[src/core/wrmc_pkg.sv]
// Shared constants and types of the waveform replay mode controller
package wrmc_pkg;

    // Register byte offsets
    localparam logic [15:0] OFS_REPLAY_LENGTH   = 16'h2710;
    localparam logic [15:0] OFS_POST_TRIGGER    = 16'h2774;
    localparam logic [15:0] OFS_SINGLE_PASS     = 16'ha028;
    localparam logic [15:0] OFS_LOOP_ON_TRIGGER = 16'ha08c;
    localparam logic [15:0] OFS_COMMAND         = 16'h0000;
    localparam logic [15:0] OFS_STATUS          = 16'h0004;
    localparam logic [15:0] OFS_IRQ_STATUS      = 16'h0008;
    localparam logic [15:0] OFS_IRQ_MASK        = 16'h000c;

    // Reset values
    localparam logic [31:0] RST_REPLAY_LENGTH   = 32'h0000_0020;
    localparam logic [31:0] RST_POST_TRIGGER    = 32'h0000_0020;
    localparam logic        RST_SINGLE_PASS     = 1'b0;
    localparam logic        RST_LOOP_ON_TRIGGER = 1'b0;
    localparam logic [1:0]  RST_IRQ_MASK        = 2'h0;

    // Command register bits, write one to act
    localparam int CMD_START_BIT = 0;
    localparam int CMD_STOP_BIT  = 1;
    localparam int CMD_TRIG_BIT  = 2;

    // Status register bits
    localparam int STS_WAITING_BIT   = 0;
    localparam int STS_RUNNING_BIT   = 1;
    localparam int STS_TRIGGERED_BIT = 2;
    localparam int STS_STATE_LSB     = 4;

    // Interrupt status and mask bits
    localparam int IRQ_TRIG_BIT = 0;
    localparam int IRQ_DONE_BIT = 1;

    // AHB transfer type bit that marks NONSEQ or SEQ
    localparam int HTRANS_ACTIVE_BIT = 1;

    // Counter width: covers 128 MSamples of post-trigger count with margin
    localparam int CNT_W = 32;

    typedef enum logic [1:0] {
        WRMC_MODE_SINGLE = 2'b00,
        WRMC_MODE_LOOP   = 2'b01,
        WRMC_MODE_POST   = 2'b10
    } wrmc_mode_t;

    typedef enum logic [1:0] {
        WRMC_ST_IDLE  = 2'b00,
        WRMC_ST_ARMED = 2'b01,
        WRMC_ST_RUN   = 2'b10,
        WRMC_ST_TAIL  = 2'b11
    } wrmc_state_t;

    // Single pass wins over looping; both clear selects post-trigger
    function automatic wrmc_mode_t wrmc_mode_of(input logic single, input logic loop);
        if (single) begin
            return WRMC_MODE_SINGLE;
        end else if (loop) begin
            return WRMC_MODE_LOOP;
        end else begin
            return WRMC_MODE_POST;
        end
    endfunction

endpackage

[src/core/wrmc_top.sv]
// Replay controller with AHB-Lite registers, mode state machine and interrupt
// What this block does
// - Single-pass mode waits for a trigger, plays the block once, then stops.
// - Writing 1 to the single-pass select chooses single pass, 0 deselects it.
// - Any trigger, including the software trigger, starts single-pass output.
// - Looping mode replays the block after the trigger, restarting at sample zero.
// - The wrap from last to first sample leaves no idle sample slot.
// - Looping mode is single-pass 0 with loop-on-trigger 1.
// - Looping output only ends by a software stop.
// - Post-trigger mode is both selects at 0.
// - Post-trigger mode starts output at once and loops like looping mode.
// - In post-trigger mode a trigger leads to the post count of samples, then stop.
// - The replay length holds the samples per channel in one pass.
// - The post-trigger count holds the samples played after the trigger.
// - The post-trigger counter reaches at least 128 MSamples.
`timescale 1ns/1ns
module wrmc_top
    import wrmc_pkg::*;
#(
    parameter int ADDR_W = 32
) (
    // AHB-Lite clock and reset
    input  wire logic              hclk,
    input  wire logic              hresetn,
    // AHB-Lite slave
    input  wire logic              hsel,
    input  wire logic [ADDR_W-1:0] haddr,
    input  wire logic [1:0]        htrans,
    input  wire logic              hwrite,
    input  wire logic [2:0]        hsize,
    input  wire logic [31:0]       hwdata,
    input  wire logic              hready,
    output logic      [31:0]       hrdata,
    output logic                   hreadyout,
    output logic                   hresp,
    // Trigger source
    input  wire logic              trig_in,
    // Sample stream to the converter channels
    output logic      [CNT_W-1:0]  sample_addr,
    output logic                   sample_valid,
    // Interrupt
    output logic                   irq
);

    // Register storage
    logic [31:0]     replay_length_r;
    logic [31:0]     post_trigger_count_r;
    logic            single_pass_select_r;
    logic            loop_on_trigger_select_r;
    logic [1:0]      irq_status_r;
    logic [1:0]      irq_mask_r;
    logic [31:0]     hrdata_r;

    // Data phase bookkeeping
    logic            wr_pend_r;
    logic [15:0]     wr_addr_r;

    // Captured run settings
    wrmc_mode_t      mode_r;
    logic [31:0]     len_r;
    logic [31:0]     post_r;

    // Replay state
    wrmc_state_t     state_r;
    wrmc_state_t     state_nxt;
    logic [CNT_W-1:0] remain_r;
    logic [CNT_W-1:0] remain_nxt;
    logic            triggered_r;

    // Address phase decode
    wire        addr_phase  = hsel && hready && htrans[HTRANS_ACTIVE_BIT];
    wire [15:0] ofs         = haddr[15:0];
    wire        upper_zero  = (haddr[ADDR_W-1:16] == '0);
    wire        rd_take     = addr_phase && !hwrite;

    // Data phase write decode
    wire        wr_len      = wr_pend_r && (wr_addr_r == OFS_REPLAY_LENGTH);
    wire        wr_post     = wr_pend_r && (wr_addr_r == OFS_POST_TRIGGER);
    wire        wr_single   = wr_pend_r && (wr_addr_r == OFS_SINGLE_PASS);
    wire        wr_loop     = wr_pend_r && (wr_addr_r == OFS_LOOP_ON_TRIGGER);
    wire        wr_cmd      = wr_pend_r && (wr_addr_r == OFS_COMMAND);
    wire        wr_mask     = wr_pend_r && (wr_addr_r == OFS_IRQ_MASK);

    wire        start_cmd   = wr_cmd && hwdata[CMD_START_BIT];
    wire        stop_cmd    = wr_cmd && hwdata[CMD_STOP_BIT];
    wire        sw_trig     = wr_cmd && hwdata[CMD_TRIG_BIT];
    wire        trig_any    = trig_in || sw_trig;
    wire        rd_irq_clr  = rd_take && upper_zero && (ofs == OFS_IRQ_STATUS);

    // Mode taken from the select registers when started
    wire wrmc_mode_t mode_sel = wrmc_mode_of(single_pass_select_r, loop_on_trigger_select_r);

    // Counter wrap point, guarded against a zero length
    wire [CNT_W-1:0] last_idx = (len_r == '0) ? '0 : CNT_W'(len_r - 32'h1);
    logic            at_last;
    logic [CNT_W-1:0] ctr_addr;

    wire start_ok   = start_cmd && !stop_cmd && (state_r == WRMC_ST_IDLE);
    wire playing    = (state_r == WRMC_ST_RUN) || (state_r == WRMC_ST_TAIL);
    wire ev_trig    = (state_r == WRMC_ST_ARMED && trig_any && !stop_cmd) ||
                      (state_r == WRMC_ST_RUN && mode_r == WRMC_MODE_POST &&
                       trig_any && !stop_cmd);
    wire ev_done    = !stop_cmd && playing && (state_nxt == WRMC_ST_IDLE);

    // Read data mux
    // State code sits in bits 5:4
    wire [31:0] status_word = {26'h0, 2'(state_r), 1'b0, triggered_r, playing,
                               state_r == WRMC_ST_ARMED};
    wire [31:0] rd_mux =
        !upper_zero                    ? 32'h0 :
        (ofs == OFS_REPLAY_LENGTH)     ? replay_length_r :
        (ofs == OFS_POST_TRIGGER)      ? post_trigger_count_r :
        (ofs == OFS_SINGLE_PASS)       ? {31'h0, single_pass_select_r} :
        (ofs == OFS_LOOP_ON_TRIGGER)   ? {31'h0, loop_on_trigger_select_r} :
        (ofs == OFS_STATUS)            ? status_word :
        (ofs == OFS_IRQ_STATUS)        ? {30'h0, irq_status_r} :
        (ofs == OFS_IRQ_MASK)          ? {30'h0, irq_mask_r} :
        32'h0;

    assign hrdata       = hrdata_r;
    assign hreadyout    = 1'b1;
    assign hresp        = 1'b0;
    assign sample_valid = playing;
    assign sample_addr  = ctr_addr;
    assign irq          = |(irq_status_r & irq_mask_r);

    // Bus address phase capture and read data
    always_ff @(posedge hclk or negedge hresetn) begin
        if (!hresetn) begin
            wr_pend_r <= 1'b0;
            wr_addr_r <= 16'h0;
            hrdata_r  <= 32'h0;
        end else begin
            wr_pend_r <= addr_phase && hwrite && upper_zero && (hsize == 3'h2);
            wr_addr_r <= ofs;
            hrdata_r  <= rd_take ? rd_mux : hrdata_r;
        end
    end

    // Software registers
    always_ff @(posedge hclk or negedge hresetn) begin
        if (!hresetn) begin
            replay_length_r          <= RST_REPLAY_LENGTH;
            post_trigger_count_r     <= RST_POST_TRIGGER;
            single_pass_select_r     <= RST_SINGLE_PASS;
            loop_on_trigger_select_r <= RST_LOOP_ON_TRIGGER;
            irq_mask_r               <= RST_IRQ_MASK;
        end else begin
            if (wr_len) begin
                replay_length_r <= hwdata;
            end
            if (wr_post) begin
                post_trigger_count_r <= hwdata;
            end
            if (wr_single) begin
                single_pass_select_r <= hwdata[0];
            end
            if (wr_loop) begin
                loop_on_trigger_select_r <= hwdata[0];
            end
            if (wr_mask) begin
                irq_mask_r <= hwdata[1:0];
            end
        end
    end

    // Sticky events, a new event beats the read clear
    wire [1:0] irq_set = {ev_done, ev_trig};
    always_ff @(posedge hclk or negedge hresetn) begin
        if (!hresetn) begin
            irq_status_r <= 2'h0;
        end else begin
            irq_status_r <= (rd_irq_clr ? 2'h0 : irq_status_r) | irq_set;
        end
    end

    // Settings held for the whole run
    always_ff @(posedge hclk or negedge hresetn) begin
        if (!hresetn) begin
            mode_r <= WRMC_MODE_SINGLE;
            len_r  <= RST_REPLAY_LENGTH;
            post_r <= RST_POST_TRIGGER;
        end else if (start_ok) begin
            mode_r <= mode_sel;
            len_r  <= replay_length_r;
            post_r <= post_trigger_count_r;
        end
    end

    // Replay state machine
    always_comb begin
        state_nxt  = state_r;
        remain_nxt = remain_r;
        case (state_r)
            WRMC_ST_IDLE: begin
                if (start_ok) begin
                    // Post-trigger plays at once, others wait
                    state_nxt = (mode_sel == WRMC_MODE_POST) ? WRMC_ST_RUN
                                                             : WRMC_ST_ARMED;
                end
            end
            WRMC_ST_ARMED: begin
                if (trig_any) begin
                    state_nxt = WRMC_ST_RUN;
                end
            end
            WRMC_ST_RUN: begin
                if (mode_r == WRMC_MODE_SINGLE && at_last) begin
                    state_nxt = WRMC_ST_IDLE;
                end else if (mode_r == WRMC_MODE_POST && trig_any) begin
                    remain_nxt = CNT_W'(post_r);
                    state_nxt  = (post_r == '0) ? WRMC_ST_IDLE : WRMC_ST_TAIL;
                end
                // Looping never leaves on its own
            end
            WRMC_ST_TAIL: begin
                remain_nxt = remain_r - CNT_W'(1);
                if (remain_r == CNT_W'(1)) begin
                    state_nxt = WRMC_ST_IDLE;
                end
            end
            default: begin
                state_nxt = WRMC_ST_IDLE;
            end
        endcase
        if (stop_cmd) begin
            state_nxt = WRMC_ST_IDLE;
        end
    end

    always_ff @(posedge hclk or negedge hresetn) begin
        if (!hresetn) begin
            state_r     <= WRMC_ST_IDLE;
            remain_r    <= '0;
            triggered_r <= 1'b0;
        end else begin
            state_r     <= state_nxt;
            remain_r    <= remain_nxt;
            triggered_r <= start_ok ? 1'b0 : (triggered_r || ev_trig);
        end
    end

    // One sample per clock, wrapping with no gap
    wrmc_addr_ctr #(
        .W        (CNT_W)
    ) u_addr_ctr (
        .hclk     (hclk),
        .hresetn  (hresetn),
        .clear    (start_ok),
        .advance  (playing),
        .last_idx (last_idx),
        .addr     (ctr_addr),
        .at_last  (at_last)
    );

    // Checks on the replay behaviour
    single_stop_a: assert property (
        @(posedge hclk) disable iff (!hresetn)
        (state_r == WRMC_ST_RUN && mode_r == WRMC_MODE_SINGLE && at_last)
        |=> (state_r == WRMC_ST_IDLE) && !sample_valid
    ) else $error("single pass did not stop after last sample");

    sel_write_a: assert property (
        @(posedge hclk) disable iff (!hresetn)
        wr_single |=> single_pass_select_r == $past(hwdata[0])
    ) else $error("single pass select not written");

    trig_start_a: assert property (
        @(posedge hclk) disable iff (!hresetn)
        (state_r == WRMC_ST_ARMED && sw_trig && !stop_cmd)
        |=> sample_valid && (sample_addr == '0)
    ) else $error("software trigger did not start output");

    wrap_nogap_a: assert property (
        @(posedge hclk) disable iff (!hresetn)
        (state_r == WRMC_ST_RUN && mode_r != WRMC_MODE_SINGLE && at_last && !stop_cmd
         && !(mode_r == WRMC_MODE_POST && trig_any && post_r == '0))
        |=> sample_valid && (sample_addr == '0)
    ) else $error("gap or wrong address at wrap");

    loop_keeps_a: assert property (
        @(posedge hclk) disable iff (!hresetn)
        (state_r == WRMC_ST_RUN && mode_r == WRMC_MODE_LOOP && !stop_cmd)
        |=> state_r == WRMC_ST_RUN
    ) else $error("looping ended without stop");

    post_immediate_a: assert property (
        @(posedge hclk) disable iff (!hresetn)
        (start_ok && mode_sel == WRMC_MODE_POST) |=> sample_valid ##1 sample_valid
        || state_r == WRMC_ST_IDLE
    ) else $error("post-trigger mode did not start at once");

    tail_end_a: assert property (
        @(posedge hclk) disable iff (!hresetn)
        (state_r == WRMC_ST_TAIL && remain_r == CNT_W'(1) && !stop_cmd)
        |=> (state_r == WRMC_ST_IDLE) && !sample_valid && irq_status_r[IRQ_DONE_BIT]
    ) else $error("post-trigger tail did not end on its count");

    tail_load_a: assert property (
        @(posedge hclk) disable iff (!hresetn)
        (state_r == WRMC_ST_RUN && mode_r == WRMC_MODE_POST && trig_any && !stop_cmd
         && post_r != '0)
        |=> (state_r == WRMC_ST_TAIL) && (remain_r == CNT_W'(post_r)) && sample_valid
    ) else $error("post-trigger count not loaded at trigger");

    tail_step_a: assert property (
        @(posedge hclk) disable iff (!hresetn)
        (state_r == WRMC_ST_TAIL && remain_r != CNT_W'(1) && !stop_cmd)
        |=> (state_r == WRMC_ST_TAIL) && (remain_r == $past(remain_r) - CNT_W'(1))
    ) else $error("post-trigger tail count did not step");

    stop_idle_a: assert property (
        @(posedge hclk) disable iff (!hresetn)
        stop_cmd |=> (state_r == WRMC_ST_IDLE) && !sample_valid
    ) else $error("stop command did not end output");

    done_flag_a: assert property (
        @(posedge hclk) disable iff (!hresetn)
        ev_done |=> irq_status_r[IRQ_DONE_BIT]
    ) else $error("self-stop event not recorded");

    armed_wait_a: assert property (
        @(posedge hclk) disable iff (!hresetn)
        (state_r == WRMC_ST_ARMED && !trig_any && !stop_cmd)
        |=> (state_r == WRMC_ST_ARMED) && !sample_valid
    ) else $error("output began without a trigger");

    loop_arm_a: assert property (
        @(posedge hclk) disable iff (!hresetn)
        (start_ok && !single_pass_select_r && loop_on_trigger_select_r)
        |=> (state_r == WRMC_ST_ARMED) && (mode_r == WRMC_MODE_LOOP)
    ) else $error("looping mode not armed at start");

    addr_bound_a: assert property (
        @(posedge hclk) disable iff (!hresetn)
        (sample_valid && len_r != '0) |-> sample_addr <= last_idx
    ) else $error("sample address beyond replay length");

    hold_mode_a: assert property (
        @(posedge hclk) disable iff (!hresetn)
        (state_r != WRMC_ST_IDLE) |=> $stable(mode_r) && $stable(len_r) && $stable(post_r)
    ) else $error("settings changed during output");

endmodule

[src/core/wrmc_addr_ctr.sv]
// Sample address counter that wraps at the end of the replay block
`timescale 1ns/1ns
module wrmc_addr_ctr
    import wrmc_pkg::*;
#(
    parameter int W = 32
) (
    // Clock and reset
    input  wire logic         hclk,
    input  wire logic         hresetn,
    // Control
    input  wire logic         clear,
    input  wire logic         advance,
    input  wire logic [W-1:0] last_idx,
    // State
    output logic      [W-1:0] addr,
    output logic              at_last
);

    logic [W-1:0] addr_r;
    logic [W-1:0] addr_nxt;

    assign at_last = (addr_r == last_idx);
    assign addr    = addr_r;

    // Wrap straight to zero, no idle slot
    assign addr_nxt = clear   ? '0 :
                      advance ? (at_last ? '0 : addr_r + W'(1)) :
                      addr_r;

    always_ff @(posedge hclk or negedge hresetn) begin
        if (!hresetn) begin
            addr_r <= '0;
        end else begin
            addr_r <= addr_nxt;
        end
    end

endmodule

[config.mk]
export PLATFORM = sky130hd
export DESIGN_NAME = wrmc_top
export DESIGN_NICKNAME = d
export VERILOG_FILES = /design/src/core/wrmc_pkg.sv /design/src/core/wrmc_top.sv /design/src/core/wrmc_addr_ctr.sv
export SDC_FILE = /design/constraint.sdc
export NUM_CORES = 1
export LEC_CHECK = 0
export ABC_AREA = 1
export BUFFER_PORTS_ARGS = -buffer_cell sky130_fd_sc_hd__clkbuf_2
export CORE_MARGIN = 2
export CORE_UTILIZATION = 60
export DETAILED_ROUTE_END_ITERATION = 8
export PLACE_DENSITY = 0.81
export SLEW_MARGIN = 20
export SYNTH_ARGS = -nofsm -noshare
export SYNTH_HDL_FRONTEND = slang
export SYNTH_SLANG_ARGS = --single-unit
[constraint.sdc]
create_clock -name hclk -period 2.8 [get_ports hclk]
set_input_delay 0.14 -clock hclk [delete_from_list [all_inputs] [get_ports hclk]]
set_output_delay 0.14 -clock hclk [all_outputs]
set_load 0.05 [all_outputs]
==> results_dict.tcl <==
set metrics [dict create \
    place.gp.congestion 0.925 \
    power-per-cell-area_mw_per_mm2 479 \
    status "completed" \
    post-place-ws_ns 0.0871 \
    overflow 0 \
    cts_sinks 252 \
    dr.pass1.iters 6 \
    diodes 0 \
    hold_viol_final 0 \
    grt_pass1_wl_mm 66.5 \
    async_reset_ff_frac 1.00 \
    drtIter0Drc 1328 \
    critPathBufInv 1 \
    htreeDepth 1 \
    fmax_mhz 382 \
    slew_headroom 0.548 \
    clockBufferDepth 3 \
    antenna_found_initial 1 \
    fp.coreArea_mm2 0.0225 \
    ios 143 \
    clock_latency_ns 0.53 \
    cp.required_ns 3.23 \
    end_kind "register" \
    portBuffers 139 \
    area_growth_pct 19.0 \
    worstPathMaxFanout 5 \
    dieArea_mm2 0.0239 \
    drive_gt1_frac 0.140 \
    yosys_warnings 0 \
    nNetsFinal 2097 \
    drv_cap 0 \
    r2r_slack_ns 0.18 \
    critPathKind "register to register" \
    drcViolationCount 0 \
    cellLeakagePower_nw 8.57 \
    syn-num-nets 1901 \
    ys_seq_elements 252 \
    path_cells "nor2_1, nand2_1, nor2_4, nand2_1, o21bai_1, nand3_1, nand2_1, nand2_1, nor2_1, nand2_1, nor2_2, nand4_1, nand2_1, nand3_1, nand2_1, inv_1" \
    drt_wl_total_mm 40.9 \
    crit_family "simple AND/OR/NAND/NOR gates" \
    tightest_slew_ns 0.679 \
    setup_viol_count_final 0 \
    routedWlPerCell_um 17.6 \
    hp-class "input pin to asynchronous set/reset pin" \
    worst_slack_ns 0.181 \
    start_util 0.606 \
    grt_pass1_vias 13000 \
    min_period_ns 2.62 \
    syn_area_per_cell_um2 7.48 \
    rows 55 \
    ys.flop_type "dfrtp_1" \
    vias_per_cell 5.84 \
    netlist_instances 1822 \
    die_h_um 155 \
    stdcell_area_mm2 0.0162 \
    power_mw 7.78 \
    finish.utilization 0.721 \
    cpPeakStageDelay_ns 0.46 \
    grt_max_degree 73 \
    cts_root_buf "clkbuf_16" \
    skew_ns 0.00790 \
    worst_setup_path_start_kind "register" \
    track_usage 0.344 \
    yosysSeqAreaShare 0.463 \
    fillers 1769 \
    vias 13600 \
    ys_types 51 \
    post-cts-setup-buffer-count 0 \
    register_area_mm2 0.00631 \
    placed_area_mm2 0.0147 \
    path_clk_slew_ns 0.06 \
    post-dp-hpwl_mm 28.5 \
    rsz0062_at_grt "true" \
    finalCritPeriodShare 0.935 \
    slew_violations 0 \
    crit_arrival_ns 3.05 \
    peakVddDrop_mv 0.546 \
    tritoncts "built" \
    multi_input_area_mm2 0.00617 \
    numCtsBuffers 27 \
    die_x_um 155 \
    critPathMostFrequentCell "nand2_1" \
    cpMaxStageDelayCell "dfrtp_1" \
    syn_area_mm2 0.0136 \
    synth_edf_count 0 \
    ant_nets 0 \
]
-- stage by stage --
step	setup TNS, ns	std cells	hold WS [ns]
final	0	2321	0.136
after global routing	-0.00367	2321	0.166
after CTS	0	2320	0.102
after detailed placement	0	2221	0.127
after global placement	0	2221	0.131
after floorplan	0	1822	-0.156
-- state kept, by name, summed over array words and instances, names as in the netlist --
register                  flops
hrdata                       32
len_r                        32
post_r                       32
post_trigger_count_r         32
remain_r                     32
replay_length_r              32
u_addr_ctr.addr              32
wr_addr_r                    16
irq_mask_r                    2
irq_status_r                  2
mode_r                        2
state_r                       2
loop_on_trigger_select_r      1
single_pass_select_r          1
triggered_r                   1
wr_pend_r                     1
-- area by class of cell --
type,count,share of cell area
sequential,252,0.389
multi-input combinational,1260,0.380
timing repair buffer,235,0.0975
inverter,242,0.0560
clock buffer,31,0.0426
tap,285,0.0220
clock inverter,16,0.0129
-- cells in the mapped netlist (4+ instances only) --
library cell / n / area share
nor2_2: 9 / 0.0041
a21oi_1: 8 / 0.0029
buf_4: 4 / 0.0022
or2_2: 8 / 0.0037
o21ai_1: 29 / 0.011
nand3_1: 127 / 0.047
buf_6: 5 / 0.0041
nor3_1: 32 / 0.012
a31oi_1: 6 / 0.0028
inv_2: 6 / 0.0017
nand2_2: 5 / 0.0023
xor2_1: 23 / 0.015
nor2_1: 176 / 0.048
dfstp_2: 4 / 0.0077
nand4_1: 55 / 0.025
nand2_1: 436 / 0.12
o21ai_0: 208 / 0.076
clkbuf_1: 53 / 0.015
nand3b_1: 6 / 0.0033
o211ai_1: 17 / 0.0094
dfrtp_1: 248 / 0.46
nor2_4: 6 / 0.0050
inv_1: 236 / 0.065
o21bai_1: 9 / 0.0050
o221ai_1: 10 / 0.0064
o22ai_1: 29 / 0.013
nor4_1: 30 / 0.014
ha_1: 4 / 0.0037
buf_2: 5 / 0.0018
-- per-layer routing --
metal	global-route usage	vias to the layer above	share of wire
met5	0	-	0
met4	0.104	0	0.027
met3	0.0518	90	0.082
met2	0.567	612	0.48
met1	0.475	6456	0.41
li1	-	6394	-
-- kinds of logic (layout without fill, tap and decap cells) --
logic type                 count (synthesis)  after routing  synth area share
other                                      2              2          0.000551
DFF                                      252            252             0.463
adders and majority gates                  4              4           0.00367
and+or+nand+nor                          901            902             0.293
xor gates and xnor gates                  24             24            0.0154
AOI/OAI and AO/OA                        328            328             0.135
buffers and inverters                    311            524            0.0899
-- worst paths after layout --
kind,to,from,cells past startpoint
setup reg to reg,state_r[1]$_DFF_PN0_,len_r[3]$_DFFE_PN0P_,16
min in group hclk,irq_status_r[0]$_DFF_PN0_,trig_in,6
hold / removal,u_addr_ctr.addr[2]$_DFFE_PN0P_,hresetn,2
setup / recovery,state_r[1]$_DFF_PN0_,len_r[3]$_DFFE_PN0P_,16
max in group asynchronous,len_r[22]$_DFFE_PN0P_,hresetn,3
hold reg to reg,post_trigger_count_r[30]$_DFFE_PN0P_,post_trigger_count_r[30]$_DFFE_PN0P_,2
-- placed cells by master (no fill, tap or decap), types with 3 or more instances in the layout --
cell           netlist  final
nand2_2              5      8
ha_1                 4      3
clkbuf_16            0     27
o211ai_1            17     17
xor2_1              23     23
dlygate4sd3_1        0     52
a31oi_1              6      6
inv_2                6      6
nor2_2               9     16
buf_4                4     42
bufinv_16            0      5
inv_1              236    236
dfrtp_1            248    248
clkinv_2             0     10
dfstp_2              4      4
o21bai_1             9      9
o21ai_0            208    208
nand2_1            436    432
nor2_4               6      7
nor2_1             176    168
nor4_1              30     30
nand3_1            127    127
nand2_4              2      3
o221ai_1            10     10
or2_2                8      8
clkbuf_2             0    138
o21ai_1             29     29
nand4_1             55     55
nand3b_1             6      6
o22ai_1             29     29
a21oi_1              8      8
nor3_1              32     32
clkbuf_1            53      4
-- worst reg2reg max path, stage by stage (launching register included) --
cell and delay, ns:
dfrtp_1 0.46, nor2_1 0.18, nand2_1 0.13, nor2_4 0.20
nand2_1 0.16, o21bai_1 0.23, nand3_1 0.09, nand2_1 0.06
nand2_1 0.05, nor2_1 0.16, nand2_1 0.10, nor2_2 0.15
nand4_1 0.21, nand2_1 0.15, nand3_1 0.08, nand2_1 0.06
inv_1 0.04
-- power breakdown --
part           internal, mW  switching (mW)
logic                 0.137           0.261
registers              3.67          0.0242
clock network          2.22            1.47
-- what timing repair did --
item / CTS / global route
hold buffers: 52 / 0
endpoints found under the setup margin: 0 / 48
gates resized for setup: 0 / 12
endpoints found under the hold margin: 152 / 0
Note: power is estimated with default switching activity, not from simulation.
